### config.mk
export PLATFORM = sky130hd
export DESIGN_NAME = sync_serial_ch1_register_bank
export DESIGN_NICKNAME = d
export VERILOG_FILES = /design/src/include/serial_pkg.sv /design/src/hw/axil_port.sv /design/src/hw/event_flag_cell.sv /design/src/hw/sync_serial_ch1_register_bank.sv
export VERILOG_INCLUDE_DIRS = /design/src /design/src/include
export SDC_FILE = /design/constraint.sdc
export NUM_CORES = 1
export LEC_CHECK = 0
export ABC_AREA = 1
export BUFFER_PORTS_ARGS = -buffer_cell sky130_fd_sc_hd__buf_2
export CAP_MARGIN = 15
export CORE_MARGIN = 2
export CORE_UTILIZATION = 46
export CTS_BUF_LIST = sky130_fd_sc_hd__clkbuf_4 sky130_fd_sc_hd__clkbuf_8
export DETAILED_ROUTE_END_ITERATION = 12
export PLACE_DENSITY = 0.7
export SYNTH_ARGS = -nofsm -noshare
export SYNTH_HDL_FRONTEND = slang
export SYNTH_SLANG_ARGS = --single-unit
### constraint.sdc
create_clock -name aclk -period 3.1 [get_ports aclk]
set_clock_uncertainty 0.1 [all_clocks]
set_input_delay 0.465 -clock aclk [delete_from_list [all_inputs] [get_ports aclk]]
set_output_delay 0.465 -clock aclk [all_outputs]
set_load 0.02 [all_outputs]
### src/include/serial_cfg.svh
`ifndef SERIAL_CFG_SVH
`define SERIAL_CFG_SVH
// register indices; byte address is four times the index
`define IDX_MODE 16'h5270
`define IDX_CTRL 16'h5272
`define IDX_TXD 16'h5274
`define IDX_RXD 16'h5276
`define IDX_FLAGS 16'h5278
`define IDX_ENABLES 16'h527a
// mode register fields
`define MODE_LEN_HI 11
`define MODE_LEN_LO 8
`define MODE_PULLUP 5
`define MODE_BYPASS 4
`define MODE_LSB 3
`define MODE_PHASE 2
`define MODE_POLARITY 1
`define MODE_MASTER 0
`define MODE_MASK 16'h0f3f
`define MODE_RESET 16'h0700
// control register fields
`define CTRL_SOFT 1
`define CTRL_ENABLE 0
`define CTRL_MASK 16'h0003
`define CTRL_RESET 16'h0000
// data registers
`define DATA_RESET 16'h0000
// flag and enable register fields
`define FLAG_OVR 3
`define FLAG_TEND 2
`define FLAG_RXF 1
`define FLAG_TXE 0
`define FLAG_BUSY 7
`define FLAG_RESET 4'h1
`define ENABLE_MASK 16'h000f
`define ENABLE_RESET 16'h0000
`endif

### src/include/serial_pkg.sv
package serial_pkg;
  // one 16-bit register word
  typedef logic [15:0] word16_type;
  // bus response codes
  typedef enum logic [1:0]
  {
    RESP_OKAY = 2'b00,
    RESP_SLVERR = 2'b10
  } axi_resp_type;
endpackage : serial_pkg

### src/hw/axil_port.sv
// axi4-lite slave front end: one write and one read at a time
module axil_port #(
  parameter int ADDR_W = 19
) (
  input wire logic aclk,
  input wire logic aresetn,
  input wire logic [ADDR_W-1:0] s_axi_awaddr,
  input wire logic s_axi_awvalid,
  output logic s_axi_awready,
  input wire logic [31:0] s_axi_wdata,
  input wire logic [3:0] s_axi_wstrb,
  input wire logic s_axi_wvalid,
  output logic s_axi_wready,
  output logic [1:0] s_axi_bresp,
  output logic s_axi_bvalid,
  input wire logic s_axi_bready,
  input wire logic [ADDR_W-1:0] s_axi_araddr,
  input wire logic s_axi_arvalid,
  output logic s_axi_arready,
  output logic [31:0] s_axi_rdata,
  output logic [1:0] s_axi_rresp,
  output logic s_axi_rvalid,
  input wire logic s_axi_rready,
  output logic wr_stb,
  output logic [ADDR_W-3:0] wr_idx,
  output logic [31:0] wr_data,
  output logic [3:0] wr_strb,
  input wire logic wr_ok,
  output logic rd_stb,
  output logic [ADDR_W-3:0] rd_idx,
  input wire logic [15:0] rd_data,
  input wire logic rd_ok
);

  //////////////////////////////////////////////////////////////////////////////
  // write happens once address and data are both held
  assign wr_stb = !s_axi_awready && !s_axi_wready && !s_axi_bvalid;

  // address and data captured in either order
  always_ff @(posedge aclk)
  begin
    if (!aresetn)
    begin
      s_axi_awready <= 1'b1;
      s_axi_wready <= 1'b1;
    end
    else
    begin
      if (s_axi_awvalid && s_axi_awready)
        s_axi_awready <= 1'b0;
      else if (wr_stb)
        s_axi_awready <= 1'b1;
      if (s_axi_wvalid && s_axi_wready)
        s_axi_wready <= 1'b0;
      else if (wr_stb)
        s_axi_wready <= 1'b1;
    end
  end

  // payload holding, no reset needed
  always_ff @(posedge aclk)
  begin
    if (s_axi_awvalid && s_axi_awready)
      wr_idx <= s_axi_awaddr[ADDR_W-1:2];
    if (s_axi_wvalid && s_axi_wready)
    begin
      wr_data <= s_axi_wdata;
      wr_strb <= s_axi_wstrb;
    end
    if (s_axi_arvalid && s_axi_arready)
      rd_idx <= s_axi_araddr[ADDR_W-1:2];
  end

  // write response
  always_ff @(posedge aclk)
  begin
    if (!aresetn)
    begin
      s_axi_bvalid <= 1'b0;
      s_axi_bresp <= serial_pkg::RESP_OKAY;
    end
    else if (wr_stb)
    begin
      s_axi_bvalid <= 1'b1;
      s_axi_bresp <= wr_ok ? serial_pkg::RESP_OKAY : serial_pkg::RESP_SLVERR;
    end
    else if (s_axi_bready)
      s_axi_bvalid <= 1'b0;
  end

  //////////////////////////////////////////////////////////////////////////////
  // read: address taken, one cycle of lookup, then data
  always_ff @(posedge aclk)
  begin
    if (!aresetn)
    begin
      s_axi_arready <= 1'b1;
      rd_stb <= 1'b0;
      s_axi_rvalid <= 1'b0;
      s_axi_rdata <= 32'h0000_0000;
      s_axi_rresp <= serial_pkg::RESP_OKAY;
    end
    else
    begin
      rd_stb <= s_axi_arvalid && s_axi_arready;
      if (s_axi_arvalid && s_axi_arready)
        s_axi_arready <= 1'b0;
      else if (s_axi_rvalid && s_axi_rready)
        s_axi_arready <= 1'b1;
      if (rd_stb)
      begin
        s_axi_rvalid <= 1'b1;
        s_axi_rdata <= {16'h0000, rd_data};
        s_axi_rresp <= rd_ok ? serial_pkg::RESP_OKAY : serial_pkg::RESP_SLVERR;
      end
      else if (s_axi_rready)
        s_axi_rvalid <= 1'b0;
    end
  end
endmodule : axil_port

### src/hw/event_flag_cell.sv
// one sticky event flag with hot and soft reset
module event_flag_cell #(
  parameter logic RESET_VAL = 1'b0
) (
  input wire logic aclk,
  input wire logic aresetn,
  input wire logic soft_clear,
  input wire logic set_event,
  input wire logic clear_event,
  output logic flag
);

  //////////////////////////////////////////////////////////////////////////////
  // set wins over a clear in the same cycle
  always_ff @(posedge aclk)
  begin
    if (!aresetn || soft_clear)
      flag <= RESET_VAL;
    else
      flag <= set_event | (flag & ~clear_event);
  end
endmodule : event_flag_cell

### src/hw/sync_serial_ch1_register_bank.sv
// The AXI4-Lite register port was decided locally.
`include "serial_cfg.svh"
// Summary of operation
// - overrun flag cleared only by writing one or by a hot or soft reset
// - rx full flag read-only, cleared reading rx data
// - tx empty read-only, resets set, cleared writing tx
// - four-bit char length field, reset seven
// - six mode setting bits, reset zero
// - soft reset and module enable bits
// - sixteen-bit tx and rx data, reset zero
// - flags follow hot and soft reset
module sync_serial_ch1_register_bank #(
  parameter int ADDR_W = 19
) (
  input wire logic aclk,
  input wire logic aresetn,
  input wire logic [ADDR_W-1:0] s_axi_awaddr,
  input wire logic s_axi_awvalid,
  output logic s_axi_awready,
  input wire logic [31:0] s_axi_wdata,
  input wire logic [3:0] s_axi_wstrb,
  input wire logic s_axi_wvalid,
  output logic s_axi_wready,
  output logic [1:0] s_axi_bresp,
  output logic s_axi_bvalid,
  input wire logic s_axi_bready,
  input wire logic [ADDR_W-1:0] s_axi_araddr,
  input wire logic s_axi_arvalid,
  output logic s_axi_arready,
  output logic [31:0] s_axi_rdata,
  output logic [1:0] s_axi_rresp,
  output logic s_axi_rvalid,
  input wire logic s_axi_rready,
  input wire logic transfer_active_in,
  input wire logic overrun_event,
  input wire logic transfer_end_event,
  input wire logic rx_load,
  input wire logic [15:0] rx_word,
  input wire logic tx_taken,
  output logic [3:0] char_length,
  output logic pullup_enable,
  output logic divider_bypass,
  output logic low_bit_first,
  output logic clock_phase,
  output logic clock_polarity,
  output logic master_select,
  output logic module_enable,
  output logic soft_reset,
  output logic [15:0] tx_word,
  output logic tx_load,
  output logic irq
);

  localparam int IDX_W = ADDR_W - 2;

  //////////////////////////////////////////////////////////////////////////////
  // elaboration check: the highest index must fit the address
  if (ADDR_W < 17)
  begin : g_addr_check
    $error("ADDR_W too small for the register map");
  end

  // register indices at the bus index width
  localparam logic [IDX_W-1:0] I_MODE = IDX_W'(`IDX_MODE);
  localparam logic [IDX_W-1:0] I_CTRL = IDX_W'(`IDX_CTRL);
  localparam logic [IDX_W-1:0] I_TXD = IDX_W'(`IDX_TXD);
  localparam logic [IDX_W-1:0] I_RXD = IDX_W'(`IDX_RXD);
  localparam logic [IDX_W-1:0] I_FLAGS = IDX_W'(`IDX_FLAGS);
  localparam logic [IDX_W-1:0] I_ENABLES = IDX_W'(`IDX_ENABLES);
  localparam logic [3:0] FLAG_INIT = `FLAG_RESET;

  //////////////////////////////////////////////////////////////////////////////
  // byte-lane merge, reserved bits forced to zero
  function automatic serial_pkg::word16_type merge16(
    input serial_pkg::word16_type old,
    input logic [31:0] data,
    input logic [3:0] strb,
    input serial_pkg::word16_type mask
  );
    serial_pkg::word16_type v;
    v = old;
    if (strb[0])
      v[7:0] = data[7:0];
    if (strb[1])
      v[15:8] = data[15:8];
    return v & mask;
  endfunction : merge16

  //////////////////////////////////////////////////////////////////////////////
  // bus front end
  logic wr_stb; // one-cycle write pulse
  logic [IDX_W-1:0] wr_idx; // write register index
  logic [31:0] wr_data; // write data
  logic [3:0] wr_strb; // write byte enables
  logic wr_ok; // write index is mapped
  logic rd_stb; // one-cycle read pulse
  logic [IDX_W-1:0] rd_idx; // read register index
  serial_pkg::word16_type rd_word; // selected read value
  logic rd_ok; // read index is mapped

  axil_port #(
    .ADDR_W(ADDR_W)
  ) u_port (
    .aclk(aclk),
    .aresetn(aresetn),
    .s_axi_awaddr(s_axi_awaddr),
    .s_axi_awvalid(s_axi_awvalid),
    .s_axi_awready(s_axi_awready),
    .s_axi_wdata(s_axi_wdata),
    .s_axi_wstrb(s_axi_wstrb),
    .s_axi_wvalid(s_axi_wvalid),
    .s_axi_wready(s_axi_wready),
    .s_axi_bresp(s_axi_bresp),
    .s_axi_bvalid(s_axi_bvalid),
    .s_axi_bready(s_axi_bready),
    .s_axi_araddr(s_axi_araddr),
    .s_axi_arvalid(s_axi_arvalid),
    .s_axi_arready(s_axi_arready),
    .s_axi_rdata(s_axi_rdata),
    .s_axi_rresp(s_axi_rresp),
    .s_axi_rvalid(s_axi_rvalid),
    .s_axi_rready(s_axi_rready),
    .wr_stb(wr_stb),
    .wr_idx(wr_idx),
    .wr_data(wr_data),
    .wr_strb(wr_strb),
    .wr_ok(wr_ok),
    .rd_stb(rd_stb),
    .rd_idx(rd_idx),
    .rd_data(rd_word),
    .rd_ok(rd_ok)
  );

  //////////////////////////////////////////////////////////////////////////////
  // address decode
  wire w_mode = wr_stb && (wr_idx == I_MODE);
  wire w_ctrl = wr_stb && (wr_idx == I_CTRL);
  wire w_txd = wr_stb && (wr_idx == I_TXD);
  wire w_flags = wr_stb && (wr_idx == I_FLAGS);
  wire w_enables = wr_stb && (wr_idx == I_ENABLES);
  wire r_mode = rd_idx == I_MODE;
  wire r_ctrl = rd_idx == I_CTRL;
  wire r_txd = rd_idx == I_TXD;
  wire r_rxd = rd_idx == I_RXD;
  wire r_flags = rd_idx == I_FLAGS;
  wire r_enables = rd_idx == I_ENABLES;
  // receive data is read only: a write to it is accepted and ignored
  assign wr_ok = (wr_idx == I_MODE) || (wr_idx == I_CTRL) || (wr_idx == I_TXD)
    || (wr_idx == I_RXD) || (wr_idx == I_FLAGS) || (wr_idx == I_ENABLES);
  assign rd_ok = r_mode || r_ctrl || r_txd || r_rxd || r_flags || r_enables;

  //////////////////////////////////////////////////////////////////////////////
  // register state, hot reset only
  serial_pkg::word16_type mode_reg; // mode settings
  serial_pkg::word16_type ctrl_reg; // control bits
  serial_pkg::word16_type txd_reg; // transmit word
  serial_pkg::word16_type rxd_reg; // receive word
  serial_pkg::word16_type enables_reg; // interrupt enables
  logic busy_reg; // transfer in progress
  logic tx_load_reg; // pulse to engine on transmit write
  logic irq_reg; // interrupt request

  // mode register
  always_ff @(posedge aclk)
  begin
    if (!aresetn)
      mode_reg <= `MODE_RESET;
    else if (w_mode)
      mode_reg <= merge16(mode_reg, wr_data, wr_strb, `MODE_MASK);
  end

  // control register
  always_ff @(posedge aclk)
  begin
    if (!aresetn)
      ctrl_reg <= `CTRL_RESET;
    else if (w_ctrl)
      ctrl_reg <= merge16(ctrl_reg, wr_data, wr_strb, `CTRL_MASK);
  end

  // transmit data and load pulse
  always_ff @(posedge aclk)
  begin
    if (!aresetn)
    begin
      txd_reg <= `DATA_RESET;
      tx_load_reg <= 1'b0;
    end
    else
    begin
      tx_load_reg <= w_txd;
      if (w_txd)
        txd_reg <= merge16(txd_reg, wr_data, wr_strb, 16'hffff);
    end
  end

  // receive data from the engine
  always_ff @(posedge aclk)
  begin
    if (!aresetn)
      rxd_reg <= `DATA_RESET;
    else if (rx_load)
      rxd_reg <= rx_word;
  end

  // interrupt enables
  always_ff @(posedge aclk)
  begin
    if (!aresetn)
      enables_reg <= `ENABLE_RESET;
    else if (w_enables)
      enables_reg <= merge16(enables_reg, wr_data, wr_strb, `ENABLE_MASK);
  end

  // busy status follows the engine
  always_ff @(posedge aclk)
  begin
    if (!aresetn)
      busy_reg <= 1'b0;
    else
      busy_reg <= transfer_active_in;
  end

  //////////////////////////////////////////////////////////////////////////////
  // event flags: set by engine, cleared by software action
  logic [3:0] flags; // event flag vector
  logic [3:0] flag_set; // set events
  logic [3:0] flag_clr; // software clears
  wire w1c_lane = w_flags && wr_strb[0];
  assign flag_set[`FLAG_OVR] = overrun_event;
  assign flag_set[`FLAG_TEND] = transfer_end_event;
  assign flag_set[`FLAG_RXF] = rx_load;
  assign flag_set[`FLAG_TXE] = tx_taken;
  assign flag_clr[`FLAG_OVR] = w1c_lane && wr_data[`FLAG_OVR];
  assign flag_clr[`FLAG_TEND] = w1c_lane && wr_data[`FLAG_TEND];
  assign flag_clr[`FLAG_RXF] = rd_stb && r_rxd;
  assign flag_clr[`FLAG_TXE] = w_txd;

  // one cell per flag, soft reset restores initial values
  for (genvar i = 0; i < 4; i++)
  begin : g_flag
    event_flag_cell #(
      .RESET_VAL(FLAG_INIT[i])
    ) u_flag (
      .aclk(aclk),
      .aresetn(aresetn),
      .soft_clear(ctrl_reg[`CTRL_SOFT]),
      .set_event(flag_set[i]),
      .clear_event(flag_clr[i]),
      .flag(flags[i])
    );
  end

  // interrupt while any flag meets its enable
  always_ff @(posedge aclk)
  begin
    if (!aresetn)
      irq_reg <= 1'b0;
    else
      irq_reg <= |(flags & enables_reg[3:0]);
  end

  //////////////////////////////////////////////////////////////////////////////
  // read selection, unmapped reads zero
  assign rd_word = r_mode ? mode_reg
    : r_ctrl ? ctrl_reg
    : r_txd ? txd_reg
    : r_rxd ? rxd_reg
    : r_flags ? {8'h00, busy_reg, 3'b000, flags}
    : r_enables ? enables_reg
    : 16'h0000;

  //////////////////////////////////////////////////////////////////////////////
  // outputs straight from registers
  assign char_length = mode_reg[`MODE_LEN_HI:`MODE_LEN_LO];
  assign pullup_enable = mode_reg[`MODE_PULLUP];
  assign divider_bypass = mode_reg[`MODE_BYPASS];
  assign low_bit_first = mode_reg[`MODE_LSB];
  assign clock_phase = mode_reg[`MODE_PHASE];
  assign clock_polarity = mode_reg[`MODE_POLARITY];
  assign master_select = mode_reg[`MODE_MASTER];
  assign module_enable = ctrl_reg[`CTRL_ENABLE];
  assign soft_reset = ctrl_reg[`CTRL_SOFT];
  assign tx_word = txd_reg;
  assign tx_load = tx_load_reg;
  assign irq = irq_reg;
endmodule : sync_serial_ch1_register_bank

* Word level (Yosys, flattened, before mapping)
Cells that the tools add are included.
Word-level totals: register bits 133, logic and storage cells 111
Cells by class: equal/unequal tests 12, muxes and demuxes 17, bitwise logic cells 13, reductions and logical operators 42
Operator list (count):
- $eq A17 B15 Y1 const B | 12
- $mux W16 | 4
- $logic_and A1 B1 Y1 | 15
- $reduce_and A2 Y1 | 6
- $logic_or A1 B1 Y1 | 11
- $reduce_bool A2 Y1 | 5
- $mux W1 | 9
- $mux W8 | 1
- $and A1 B1 Y1 | 4
- $and A4 B4 Y4 | 1
- $logic_not A1 Y1 | 4
- $mux W2 | 2
- $mux W4 | 1
- $not A1 Y1 | 4
- $or A1 B1 Y1 | 4
- $reduce_or A4 Y1 | 1

* Depth between registers and ports, before layout
Gate-level depths: netlist of the first run.
depth after elaboration 9, gate-level depth with buffers 13

* Hierarchy
Synthesis of the first run repeated with hierarchy kept, for this count alone.
Second synthesis, totals: cells, all modules 687, area total of the unflattened synthesis 6103.4 um2
By module, submodules not included:
- axil_port | instances 1, cells an instance 198, area each 3121.7 um2, seq. area each 2582.5 um2
- sync_serial_ch1_register_bank | instances 1, cells an instance 461, area each 2792.7 um2, seq. area each 1021.0 um2
- event_flag_cell (g_flag[1].u_flag ...) | instances 3, cells an instance 7, area each 47.5 um2, seq. area each 20.0 um2
- event_flag_cell (g_flag[0].u_flag) | instances 1, cells an instance 7, area each 46.3 um2, seq. area each 20.0 um2

* Worst setup path after synthesis of the first run
Ideal clock, no wire load.
kind register to register, from reg u_port.rd_idx[1], to reg u_port.s_axi_rdata[0], setup time 132 ps, arrival time 1364 ps, required time 2868 ps, setup slack 1504 ps, stages on the path, launching flop included 13, path through edfxtp_1 inv_1 nand3_1 nor2_4 nand2_4 nor2_8 inv_2 nor2_1 nor2_1 nand2_1 nand2_1 nand2_1 a21oi_1
Between the ends: longest elaborated chain between the ends 7, elaborated cells on any way between the ends 12, those cells by class 6 x eq/ne; 6 x mux
Ends and longest elaborated chain:
- start, declared | line axil_port.sv:30 | output logic [ADDR_W-3:0] rd_idx,
- start signal, assigned | line axil_port.sv:71 | rd_idx <= s_axi_araddr[ADDR_W-1:2];
- $eq A17 B15 Y1 | line sync_serial_ch1_register_bank.sv:146 | wire r_enables = rd_idx == I_ENABLES;
- $mux W4 | line sync_serial_ch1_register_bank.sv:270 | : r_enables ? enables_reg
- $mux W8 | line sync_serial_ch1_register_bank.sv:269 | : r_flags ? {8'h00, busy_reg, 3'b000, flags}
- $mux W16 | line sync_serial_ch1_register_bank.sv:268 | : r_rxd ? rxd_reg
- $mux W16 | line sync_serial_ch1_register_bank.sv:267 | : r_txd ? txd_reg
- $mux W16 | line sync_serial_ch1_register_bank.sv:266 | : r_ctrl ? ctrl_reg
- $mux W16 * | line sync_serial_ch1_register_bank.sv:265 | assign rd_word = r_mode ? mode_reg
- end signal, assigned | line axil_port.sv:113 | s_axi_rdata <= {16'h0000, rd_data};
- end, declared | line axil_port.sv:20 | output logic [31:0] s_axi_rdata,
Mark *: on every way between the ends. The rest lies on a longest branch, timed or not. A chain may end at the register's enable or synchronous reset.

* Worst setup path in the final report of the first run
from reg u_port.rd_idx[8], to reg u_port.s_axi_rdata[0]
Same word-level chain as after synthesis.

==> flow_summary.ini, run 1 <==
[worst_setup_path]
critical_path.most_common_cell = sky130_fd_sc_hd__nand2_1
criticalPathCategory = flip-flop to flip-flop
regToRegStartpoint = u_port.rd_idx[8]$_DFFE_PP_
critPathLaunch = u_port.rd_idx[8]$_DFFE_PP_
critical_path.endpoint_type = flip-flop
critPathMaxFanout = 21
req_time_crit_path_ns = 3.32
crit_path_cell_trace = nor2_1 > nand2_1 > nor2_4 > nand2_4 > nor2_8 > inv_2 > nor2_1 > nor2_1 > nand2_1 > nand2_1 > nand2_1 > a21oi_1
critPathArrivalTime_ns = 2.22
worst_r2r_endpoint = u_port.s_axi_rdata[0]$_SDFFE_PN0P_
slowest_stage = sky130_fd_sc_hd__nor2_4
reg2regPathDepth = 12
r2r_slack_ns = 1.10
critPathMaxStageDelay_ns = 0.44
timing.critical_path.from_type = flip-flop

[placed_design]
port_buffers = 132
place.gp.congestion = 0.877
dp_cells = 824
place_hpwl_um = 9330

[synth]
syn-instance-count = 569
async_reset_ff_frac = 0
post_synth.cell_area_avg_sq_um = 9.65
yosysWarnings = 0
syn_area_sq_um = 5490
netlist.area_leader.share = 0.288
number_of_synthesized_register_bits = 131
synthDominantAreaCellType = sky130_fd_sc_hd__dfxtp_1
synth_sequential_area_ratio = 0.572
synth_area_leaders = sky130_fd_sc_hd__dfxtp_1, sky130_fd_sc_hd__edfxtp_1, sky130_fd_sc_hd__nor2_1, sky130_fd_sc_hd__nand2_1, sky130_fd_sc_hd__inv_1
synth-edff-count = 52
netlist-cell-type-count = 41
dominantRegCellSynth = sky130_fd_sc_hd__dfxtp_1

[clocking]
clk_root_buffer_cell = sky130_fd_sc_hd__clkbuf_8
cts.path.max_buffers = 2
path_clk_slew_ns = 0.07
tritoncts_clock_tree = done
worst_skew_pair_latency_ns = 0.43
post-cts-setup-buffers = 0
clkSinkCount = 131
cts.hold.buffers_added = 0
cts-htree-levels = 4
post_cts_resized = 0
cts_bufs_inserted = 17

[power]
switching_portion_of_total_power = 0.233
cellLeakagePower_uw = 0.00285
switching_power_uw = 829
internal_power_uw = 2730
power_frac_seq = 0.540
power_density_nw_per_um2 = 543
vdd_drop_max_v = 0.000484
power.combinational.fraction = 0.071
clock_power_share = 0.389

[sta]
worst_hold_slack_ns = 0.0998
final.setup.tns_ns = 0
slew_headroom = 0.499
achievable-frequency_mhz = 499
timing_hold_violations_final = 0
max_slew.worst_pin.slew_ns = 0.751
rsz_0062_raised_after_global_routing = no
final_critical_path_required_period_ns = 2.00
drv_slew = 0
final.period_utilization = 0.646
setup_violations = 0

[route]
finalWirelength_um = 12500
drc = 0
vias_per_cell = 5.00
drt-initial-drc-count = 247
number_of_vias_after_detailed_routing = 4279
ant_nets = 0
drt_pass1_iterations = 5
routed_wire_length_per_instance_um = 14.7

[run]
drv.max_cap_violation_count = 0

[floorplan]
start_util = 0.477
rows = 39
coreArea_sq_um = 11500
floorplan.die_area_sq_um = 12800
chipHeight_um = 113
boundaryPins = 173
die_width_um = 113

[final_layout]
antennaDiodeCount = 0
area_of_combinational_cells_with_multiple_inputs_sq_um = 1910
areaGrowthSynthToFinish_pct = 19.4
num-nets-final = 802
final_layout_size_suffix_gt1_frac = 0.288
ff_latch_area_sq_um = 3140
final_cell_count_no_fill = 856
layout.cells.most_common_list = sky130_fd_sc_hd__buf_2, sky130_fd_sc_hd__nor2_1, sky130_fd_sc_hd__dfxtp_1, sky130_fd_sc_hd__nand2_1, sky130_fd_sc_hd__inv_1
filler_cell_count = 1033
top_regs = u_port.rd_idx x17, u_port.wr_idx x17
most_common_cell_after_layout_fill_and_taps_aside = sky130_fd_sc_hd__buf_2

[worst_hold_path]
hold_depth = 1
hold_class = primary input to flip-flop
min_delay_worst_endpoint = u_port.wr_strb[0]$_DFFE_PP_
worstHoldStart = s_axi_wstrb[0]

[global_route]
antenna_found_initial = 0
overall_track_demand_over_capacity_in_global_routing = 0.202
vias_in_the_first_global_route = 4070
pin_count_of_the_biggest_net_entering_global_routing = 31
grt-ovfl-total = 0
grt_first_pass_wirelength_um = 20200

[outcome]
status = completed
metrics by stage:
step | cell area [sq um] | worst slack, ns | total power, uW | utilization
6_report | 6560 | 1.10 | 3560 | 0.569
5_1_grt | 6560 | 0.945 | 3690 | 0.569
4_1_cts | 6560 | 1.09 | 3580 | 0.569
3_5_place_dp | 6160 | 0.986 | 2210 | 0.535
3_3_place_gp | 6160 | 0.996 | 2200 | 0.535
2_1_floorplan | 5560 | 1.50 | 2120 | -
synthesized netlist by cell type (3+ instances only):
master	n
sky130_fd_sc_hd__nor3_1	14
sky130_fd_sc_hd__a211oi_1	18
sky130_fd_sc_hd__o21ai_0	32
sky130_fd_sc_hd__nor2_8	3
sky130_fd_sc_hd__buf_4	19
sky130_fd_sc_hd__clkbuf_1	9
sky130_fd_sc_hd__buf_6	5
sky130_fd_sc_hd__o22ai_1	4
sky130_fd_sc_hd__a31oi_1	6
sky130_fd_sc_hd__nand2_4	3
sky130_fd_sc_hd__nand4_1	20
sky130_fd_sc_hd__nand2_1	68
sky130_fd_sc_hd__o21ai_1	4
sky130_fd_sc_hd__nor2_1	82
sky130_fd_sc_hd__nand3_1	11
sky130_fd_sc_hd__dfxtp_1	79
sky130_fd_sc_hd__inv_2	4
sky130_fd_sc_hd__edfxtp_1	52
sky130_fd_sc_hd__o211ai_1	3
sky130_fd_sc_hd__nor2_4	9
sky130_fd_sc_hd__a211oi_2	5
sky130_fd_sc_hd__nor3_2	3
sky130_fd_sc_hd__buf_2	3
sky130_fd_sc_hd__a21oi_1	31
sky130_fd_sc_hd__inv_1	60
critical path: cells and delay by family (launching register included):
family                 cells  cell delay, ns
and+or+nand+nor           10            1.28
DFF                        1            0.36
AOI/OAI and AO/OA          1            0.06
buffers and inverters      1            0.08
power groups by stage:
stage | Combinational [uW] | Sequential, uW | Clock (uW)
after floorplan | 166 | 1960 | 0
after global placement | 247 | 1950 | 0
after detailed placement | 254 | 1960 | 0
after CTS | 256 | 1920 | 1400
after global routing | 286 | 1930 | 1480
final | 253 | 1920 | 1380
area by class of cell:
type / count / share of cell area
clock buffers: 29 / 0.0580
inverters: 65 / 0.0376
multi-input cells: 352 / 0.292
well taps: 143 / 0.0273
repair buffers: 133 / 0.104
flip-flops and latches: 131 / 0.479
clock inverters: 3 / 0.00229
kinds of logic after synthesis:
logic type             after synthesis  share of synthesized area
buffers and inverters              103                     0.0913
DFF                                131                      0.572
and+or+nand+nor                    227                      0.217
AOI/OAI and AO/OA                  107                      0.118
other                                1                   0.000683
routing by layer:
| layer | track usage | wire length (um) |
|---|---|---|
| met1 | 0.255 | 5300 |
| met2 | 0.334 | 6150 |
| met3 | 0.0578 | 858 |
| met4 | 0.0699 | 238 |
| met5 | 0 | 0 |
how the worst max path moves through the flow:
stage	endpoint	cells past startpoint	slack [ns]
after floorplan	u_port.s_axi_rdata[0]$_SDFFE_PN0P_	12	1.50
after detailed placement	g_flag[0].u_flag.flag$_SDFF_PP1_	5	0.99
final	u_port.s_axi_rdata[0]$_SDFFE_PN0P_	12	1.10
after global routing	u_port.s_axi_rdata[0]$_SDFFE_PN0P_	12	0.95
after CTS	u_port.s_axi_rdata[0]$_SDFFE_PN0P_	12	1.09
after global placement	g_flag[0].u_flag.flag$_SDFF_PP1_	5	1.0
(Power assumes the default switching activity.)
==> run 2, diff against run 1 <==
clock period = 1.95 ns   (was 3.1 ns; I/O delays follow)
==> run 2 against run 1 <==
Compared with the run above: clock power is 59% higher; worst setup slack lost 0.98 ns; cell area grew 12%; maximum frequency grew 9.2%; sequential share of layout area fell by 5.2 points.
==> flow_summary.ini, run 2 (synthesis results as in run 1) <==
[route]
routed_wire_length_per_instance_um = 14.5
number_of_vias_after_detailed_routing = 4621
drt-initial-drc-count = 233
drt_pass1_iterations = 5
finalWirelength_um = 13600
drc = 0
vias_per_cell = 4.92
ant_nets = 0

[final_layout]
finish.utilization = 0.638
num-nets-final = 886
final_layout_size_suffix_gt1_frac = 0.272
antennaDiodeCount = 0
top_regs = u_port.rd_idx x17, u_port.wr_idx x17
most_common_cell_after_layout_fill_and_taps_aside = sky130_fd_sc_hd__buf_2
filler_cell_count = 945
layout.cells.most_common_list = sky130_fd_sc_hd__buf_2, sky130_fd_sc_hd__nor2_1, sky130_fd_sc_hd__dfxtp_1, sky130_fd_sc_hd__dlygate4sd3_1, sky130_fd_sc_hd__nand2_1
areaGrowthSynthToFinish_pct = 33.8

[sta]
rsz_0062_raised_after_global_routing = yes
setup_violations = 0
slew_headroom = 0.553
achievable-frequency_mhz = 545
final.period_utilization = 0.942
timing_hold_violations_final = 0
final_setup_margin_ns = 0.114
final_critical_path_required_period_ns = 1.84
max_slew.worst_pin.slew_ns = 0.670
drv_slew = 0

[floorplan]
start_util = 0.477
chipHeight_um = 113
floorplan.die_area_sq_um = 12800
coreArea_sq_um = 11500
rows = 39
boundaryPins = 173
die_width_um = 113

[global_route]
pin_count_of_the_biggest_net_entering_global_routing = 28
grt-ovfl-total = 0
vias_in_the_first_global_route = 4579
antenna_found_initial = 0
grt_first_pass_wirelength_um = 22100
overall_track_demand_over_capacity_in_global_routing = 0.223

[worst_hold_path]
worstHoldStart = s_axi_rready
hold_depth = 3
hold_class = primary input to flip-flop
min_delay_worst_endpoint = u_port.s_axi_arready$_SDFFE_PN1P_

[worst_setup_path]
timing.critical_path.from_type = flip-flop
req_time_crit_path_ns = 2.21
reg2regPathDepth = 7
slowest_stage = sky130_fd_sc_hd__edfxtp_1
critPathMaxStageDelay_ns = 0.37
r2r_slack_ns = 0.11
crit_path_cell_trace = inv_1 > nand4_2 > nor2_4 > nand3_1 > nor2_4 > nor2_1 > a211oi_1
critical_path.most_common_cell = sky130_fd_sc_hd__nor2_4
critical_path.endpoint_type = flip-flop
regToRegStartpoint = u_port.wr_idx[11]$_DFFE_PP_
timing.critical_path.buf_inv = 1
criticalPathCategory = flip-flop to flip-flop
critPathMaxFanout = 11
critPathArrivalTime_ns = 2.09
worst_r2r_endpoint = mode_reg[1]$_SDFFE_PN0P_
cpLargestDelayFamily = simple AND/OR/NAND/NOR gates

[clocking]
path_clk_slew_ns = 0.07
worst_skew_pair_latency_ns = 0.44
tritoncts_clock_tree = done
cts_bufs_inserted = 17
cts.path.max_buffers = 2
clk_root_buffer_cell = sky130_fd_sc_hd__clkbuf_8
clkSinkCount = 131
cts-htree-levels = 4

[power]
switching_power_uw = 1340
clock_power_share = 0.381
cellLeakagePower_uw = 0.00320
power_frac_seq = 0.527
power.combinational.fraction = 0.092
vdd_drop_max_v = 0.000669
power_density_nw_per_um2 = 787
final_total_pwr_uw = 5780
switching_portion_of_total_power = 0.232
internal_power_uw = 4440

[placed_design]
place.gp.congestion = 0.870
port_buffers = 132
dp_slack_ns = 0.147
place_hpwl_um = 9540

[outcome]
status = completed

[run]
drv.max_cap_violation_count = 0
==> run 2: how the worst max path moves through the flow <==
stage	end	depth (start not counted)	start	slack, ns
after floorplan	u_port.s_axi_rdata[0]$_SDFFE_PN0P_	12	u_port.rd_idx[1]$_DFFE_PP_	0.35
after global placement	u_port.s_axi_rdata[0]$_SDFFE_PN0P_	12	u_port.rd_idx[0]$_DFFE_PP_	0.20
after detailed placement	tx_word[1]$_SDFFE_PN0P_	7	u_port.wr_idx[11]$_DFFE_PP_	0.15
after CTS	mode_reg[1]$_SDFFE_PN0P_	7	u_port.wr_idx[11]$_DFFE_PP_	0.12
after global routing	mode_reg[1]$_SDFFE_PN0P_	7	u_port.wr_idx[11]$_DFFE_PP_	-0.02
final	mode_reg[1]$_SDFFE_PN0P_	7	u_port.wr_idx[11]$_DFFE_PP_	0.11
==> run 2: timing repair <==
| action | 4_1_cts | 5_1_grt |
|---|---|---|
| resized for setup | 0 | 3 |
| hold buffers | 69 | 0 |
| setup buffers | 0 | 6 |
| hold endpoints to repair | 69 | 0 |
| endpoints found under the setup margin | 0 | 9 |
==> run 2: worst reg2reg max path: cells and delay by family, from the launching register on <==
family	cells	cell delay [ns]
AO/OA/AOI/OAI	1	0.19
buffers and inverters	1	0.10
flip-flops	1	0.37
AND/OR/NAND/NOR	5	1.00
==> run 2: power by group through the flow <==
stage | Clock, uW | Sequential, uW | Combinational [uW]
after floorplan | 0 | 3110 | 263
after global placement | 0 | 3100 | 409
after detailed placement | 0 | 3110 | 420
after CTS | 2240 | 3050 | 528
after global routing | 2340 | 3060 | 591
final | 2200 | 3050 | 532
==> run 2: cell type report <==
class	count	area (sq um)	area share
Inverter	65	246	0.0335
Clock buffer	24	293	0.0398
Sequential cell	131	3140	0.428
Timing Repair Buffer	217	1490	0.202
Clock inverter	8	85.1	0.0116
Tap cell	143	179	0.0243
Multi-Input combinational cell	352	1910	0.261
==> run 2: layer usage <==
layer | up-vias | track usage | wire [um]
li1 | 2335 | - | -
met1 | 2101 | 0.267 | 5860
met2 | 160 | 0.383 | 6770
met3 | 25 | 0.0520 | 692
met4 | 0 | 0.0976 | 290
met5 | - | 0 | 0
==> run 2: through the flow <==
stage / cells / TNS [ns] / hold WS (ns) / area [sq um]
5_1_grt: 940 / -0.0382 / 0.0397 / 7350
3_3_place_gp: 833 / 0 / 0.340 / 6220
6_report: 940 / 0 / 0.0224 / 7350
4_1_cts: 934 / 0 / 0.00134 / 7280
2_1_floorplan: 586 / 0 / 0.290 / 5560
3_5_place_dp: 833 / 0 / 0.356 / 6220
==> run 3, diff against run 2 <==
PLACE_DENSITY = 0.73   (was 0.7)
==> run 3 against run 2 <==
Compared with the run above: global-route usage fell by 0.57 points; power up 10%; wire length about the same; hold slack worse by 0.0018 ns; die area unchanged; first-iteration DRC count grew 27%; cell area up 0.75%; cell count fell by 0.85%; sequential power about the same; clock power rose by 28%.
==> flow_summary.ini, run 3 (synthesis results as in run 1) <==
[global_route]
overall_track_demand_over_capacity_in_global_routing = 0.217
grt_first_pass_wirelength_um = 21800
grt-ovfl-total = 0
pin_count_of_the_biggest_net_entering_global_routing = 28
vias_in_the_first_global_route = 4551
antenna_found_initial = 0

[clocking]
clkSinkCount = 131
cts-htree-levels = 4
cts.path.max_buffers = 2
clk_root_buffer_cell = sky130_fd_sc_hd__clkbuf_8
post-cts-setup-buffers = 0
cts_bufs_inserted = 17
path_clk_slew_ns = 0.07
tritoncts_clock_tree = done
worst_skew_pair_latency_ns = 0.42

[sta]
slew_headroom = 0.556
achievable-frequency_mhz = 553
final.setup.tns_ns = 0
rsz_0062_raised_after_global_routing = no
setup_violations = 0
final_critical_path_required_period_ns = 1.81
max_slew.worst_pin.slew_ns = 0.665
final.period_utilization = 0.928
drv_slew = 0
timing_hold_violations_final = 0

[worst_setup_path]
cpLargestDelayFamily = simple AND/OR/NAND/NOR gates
timing.critical_path.from_type = flip-flop
slowest_stage = sky130_fd_sc_hd__edfxtp_1
critical_path.most_common_cell = sky130_fd_sc_hd__nand2_1
crit_path_cell_trace = nor2_1 > nand2_1 > nor2_4 > nand3_1 > inv_2 > nand2_1 > o21ai_1 > nand2_1 > a21oi_1
critical_path.endpoint_type = flip-flop
critPathMaxFanout = 7
worst-path-stages = 9
req_time_crit_path_ns = 2.20
criticalPathCategory = flip-flop to flip-flop
timing.critical_path.buf_inv = 1
critPathArrivalTime_ns = 2.06
reg2regPathDepth = 9
critPathMaxStageDelay_ns = 0.37

[outcome]
status = completed

[power]
vdd_drop_max_v = 0.000567
cellLeakagePower_uw = 0.00320
power_density_nw_per_um2 = 862

[floorplan]
boundaryPins = 173
start_util = 0.477
chipHeight_um = 113
coreArea_sq_um = 11500
rows = 39
die_width_um = 113
floorplan.die_area_sq_um = 12800

[placed_design]
dp_cells = 832
place.gp.congestion = 0.850
port_buffers = 132
place_hpwl_um = 9500

[route]
routed_wire_length_per_instance_um = 14.6
drc = 0
finalWirelength_um = 13600
drt-initial-drc-count = 297
number_of_vias_after_detailed_routing = 4622
drt_pass1_iterations = 6
vias_per_cell = 4.96
ant_nets = 0

[final_layout]
filler_cell_count = 916
final_cell_count_no_fill = 932
antennaDiodeCount = 0
most_common_cell_after_layout_fill_and_taps_aside = sky130_fd_sc_hd__buf_2
num-nets-final = 878
layout.cells.most_common_list = sky130_fd_sc_hd__buf_2, sky130_fd_sc_hd__nor2_1, sky130_fd_sc_hd__dfxtp_1, sky130_fd_sc_hd__nand2_1, sky130_fd_sc_hd__dlygate4sd3_1
top_regs = u_port.rd_idx x17, u_port.wr_idx x17
final_layout_size_suffix_gt1_frac = 0.271
areaGrowthSynthToFinish_pct = 34.8

[worst_hold_path]
hold_class = primary input to flip-flop
hold_depth = 3

[run]
drv.max_cap_violation_count = 0
run 3: timing repair:
item	4_1_cts	5_1_grt
hold buffers	67	1
endpoints found under the hold margin	67	1
setup endpoints to repair	0	4
resized for setup	0	2
run 3: path summary, 6_finish.rpt:
kind | endpoint | startpoint | slack, ns
worst max-delay path | u_port.s_axi_rdata[14]$_SDFFE_PN0P_ | u_port.rd_idx[8]$_DFFE_PP_ | 0.14
worst min-delay path | rxd_reg[0]$_SDFFE_PN0P_ | rx_word[0] | 0.02
worst max register to register | u_port.s_axi_rdata[14]$_SDFFE_PN0P_ | u_port.rd_idx[8]$_DFFE_PP_ | 0.14
worst min register to register | rxd_reg[10]$_SDFFE_PN0P_ | rxd_reg[10]$_SDFFE_PN0P_ | 0.37
run 3: layout make-up:
class                   instances  area, sq um  share of cell area
flip-flops and latches        131         3140               0.425
inverters                      65          246              0.0333
multi-input cells             352         1920               0.259
clock inverters                15          260              0.0352
repair buffers                209         1420               0.192
well taps                     143          179              0.0242
clock buffers                  17          234              0.0316
run 3: worst reg2reg max path, delay by kind of cell (launching register included):
family / cells / cell delay (ns)
AO/OA/AOI/OAI: 2 / 0.21
flip-flops: 1 / 0.37
buffers and inverters: 1 / 0.17
AND/OR/NAND/NOR: 6 / 0.89
run 3: stage by stage:
step           power (uW)  hold WS [ns]  cell area, sq um  setup slack (ns)  utilization
2_1_floorplan        3380         0.290              5560             0.354            -
3_3_place_gp         3510         0.342              6220             0.217        0.540
3_5_place_dp         3520         0.354              6220             0.181        0.540
4_1_cts              6430      0.000873              7390             0.111        0.641
5_1_grt              6620        0.0231              7400           0.00661        0.643
6_report             6380        0.0205              7400             0.141        0.643
run 3: per-layer routing:
layer | track usage | part of all wire | vias to the layer above
met4 | 0.0854 | 0.025 | 0
li1 | - | - | 2310
met2 | 0.369 | 0.49 | 191
met1 | 0.259 | 0.41 | 2086
met3 | 0.0637 | 0.070 | 35
met5 | 0 | 0 | -
run 3: power by group:
group          switching, uW  internal, uW  total, uW
sequential              63.1          2980       3050
combinational            304           225        529
clock                   1040          1770       2810
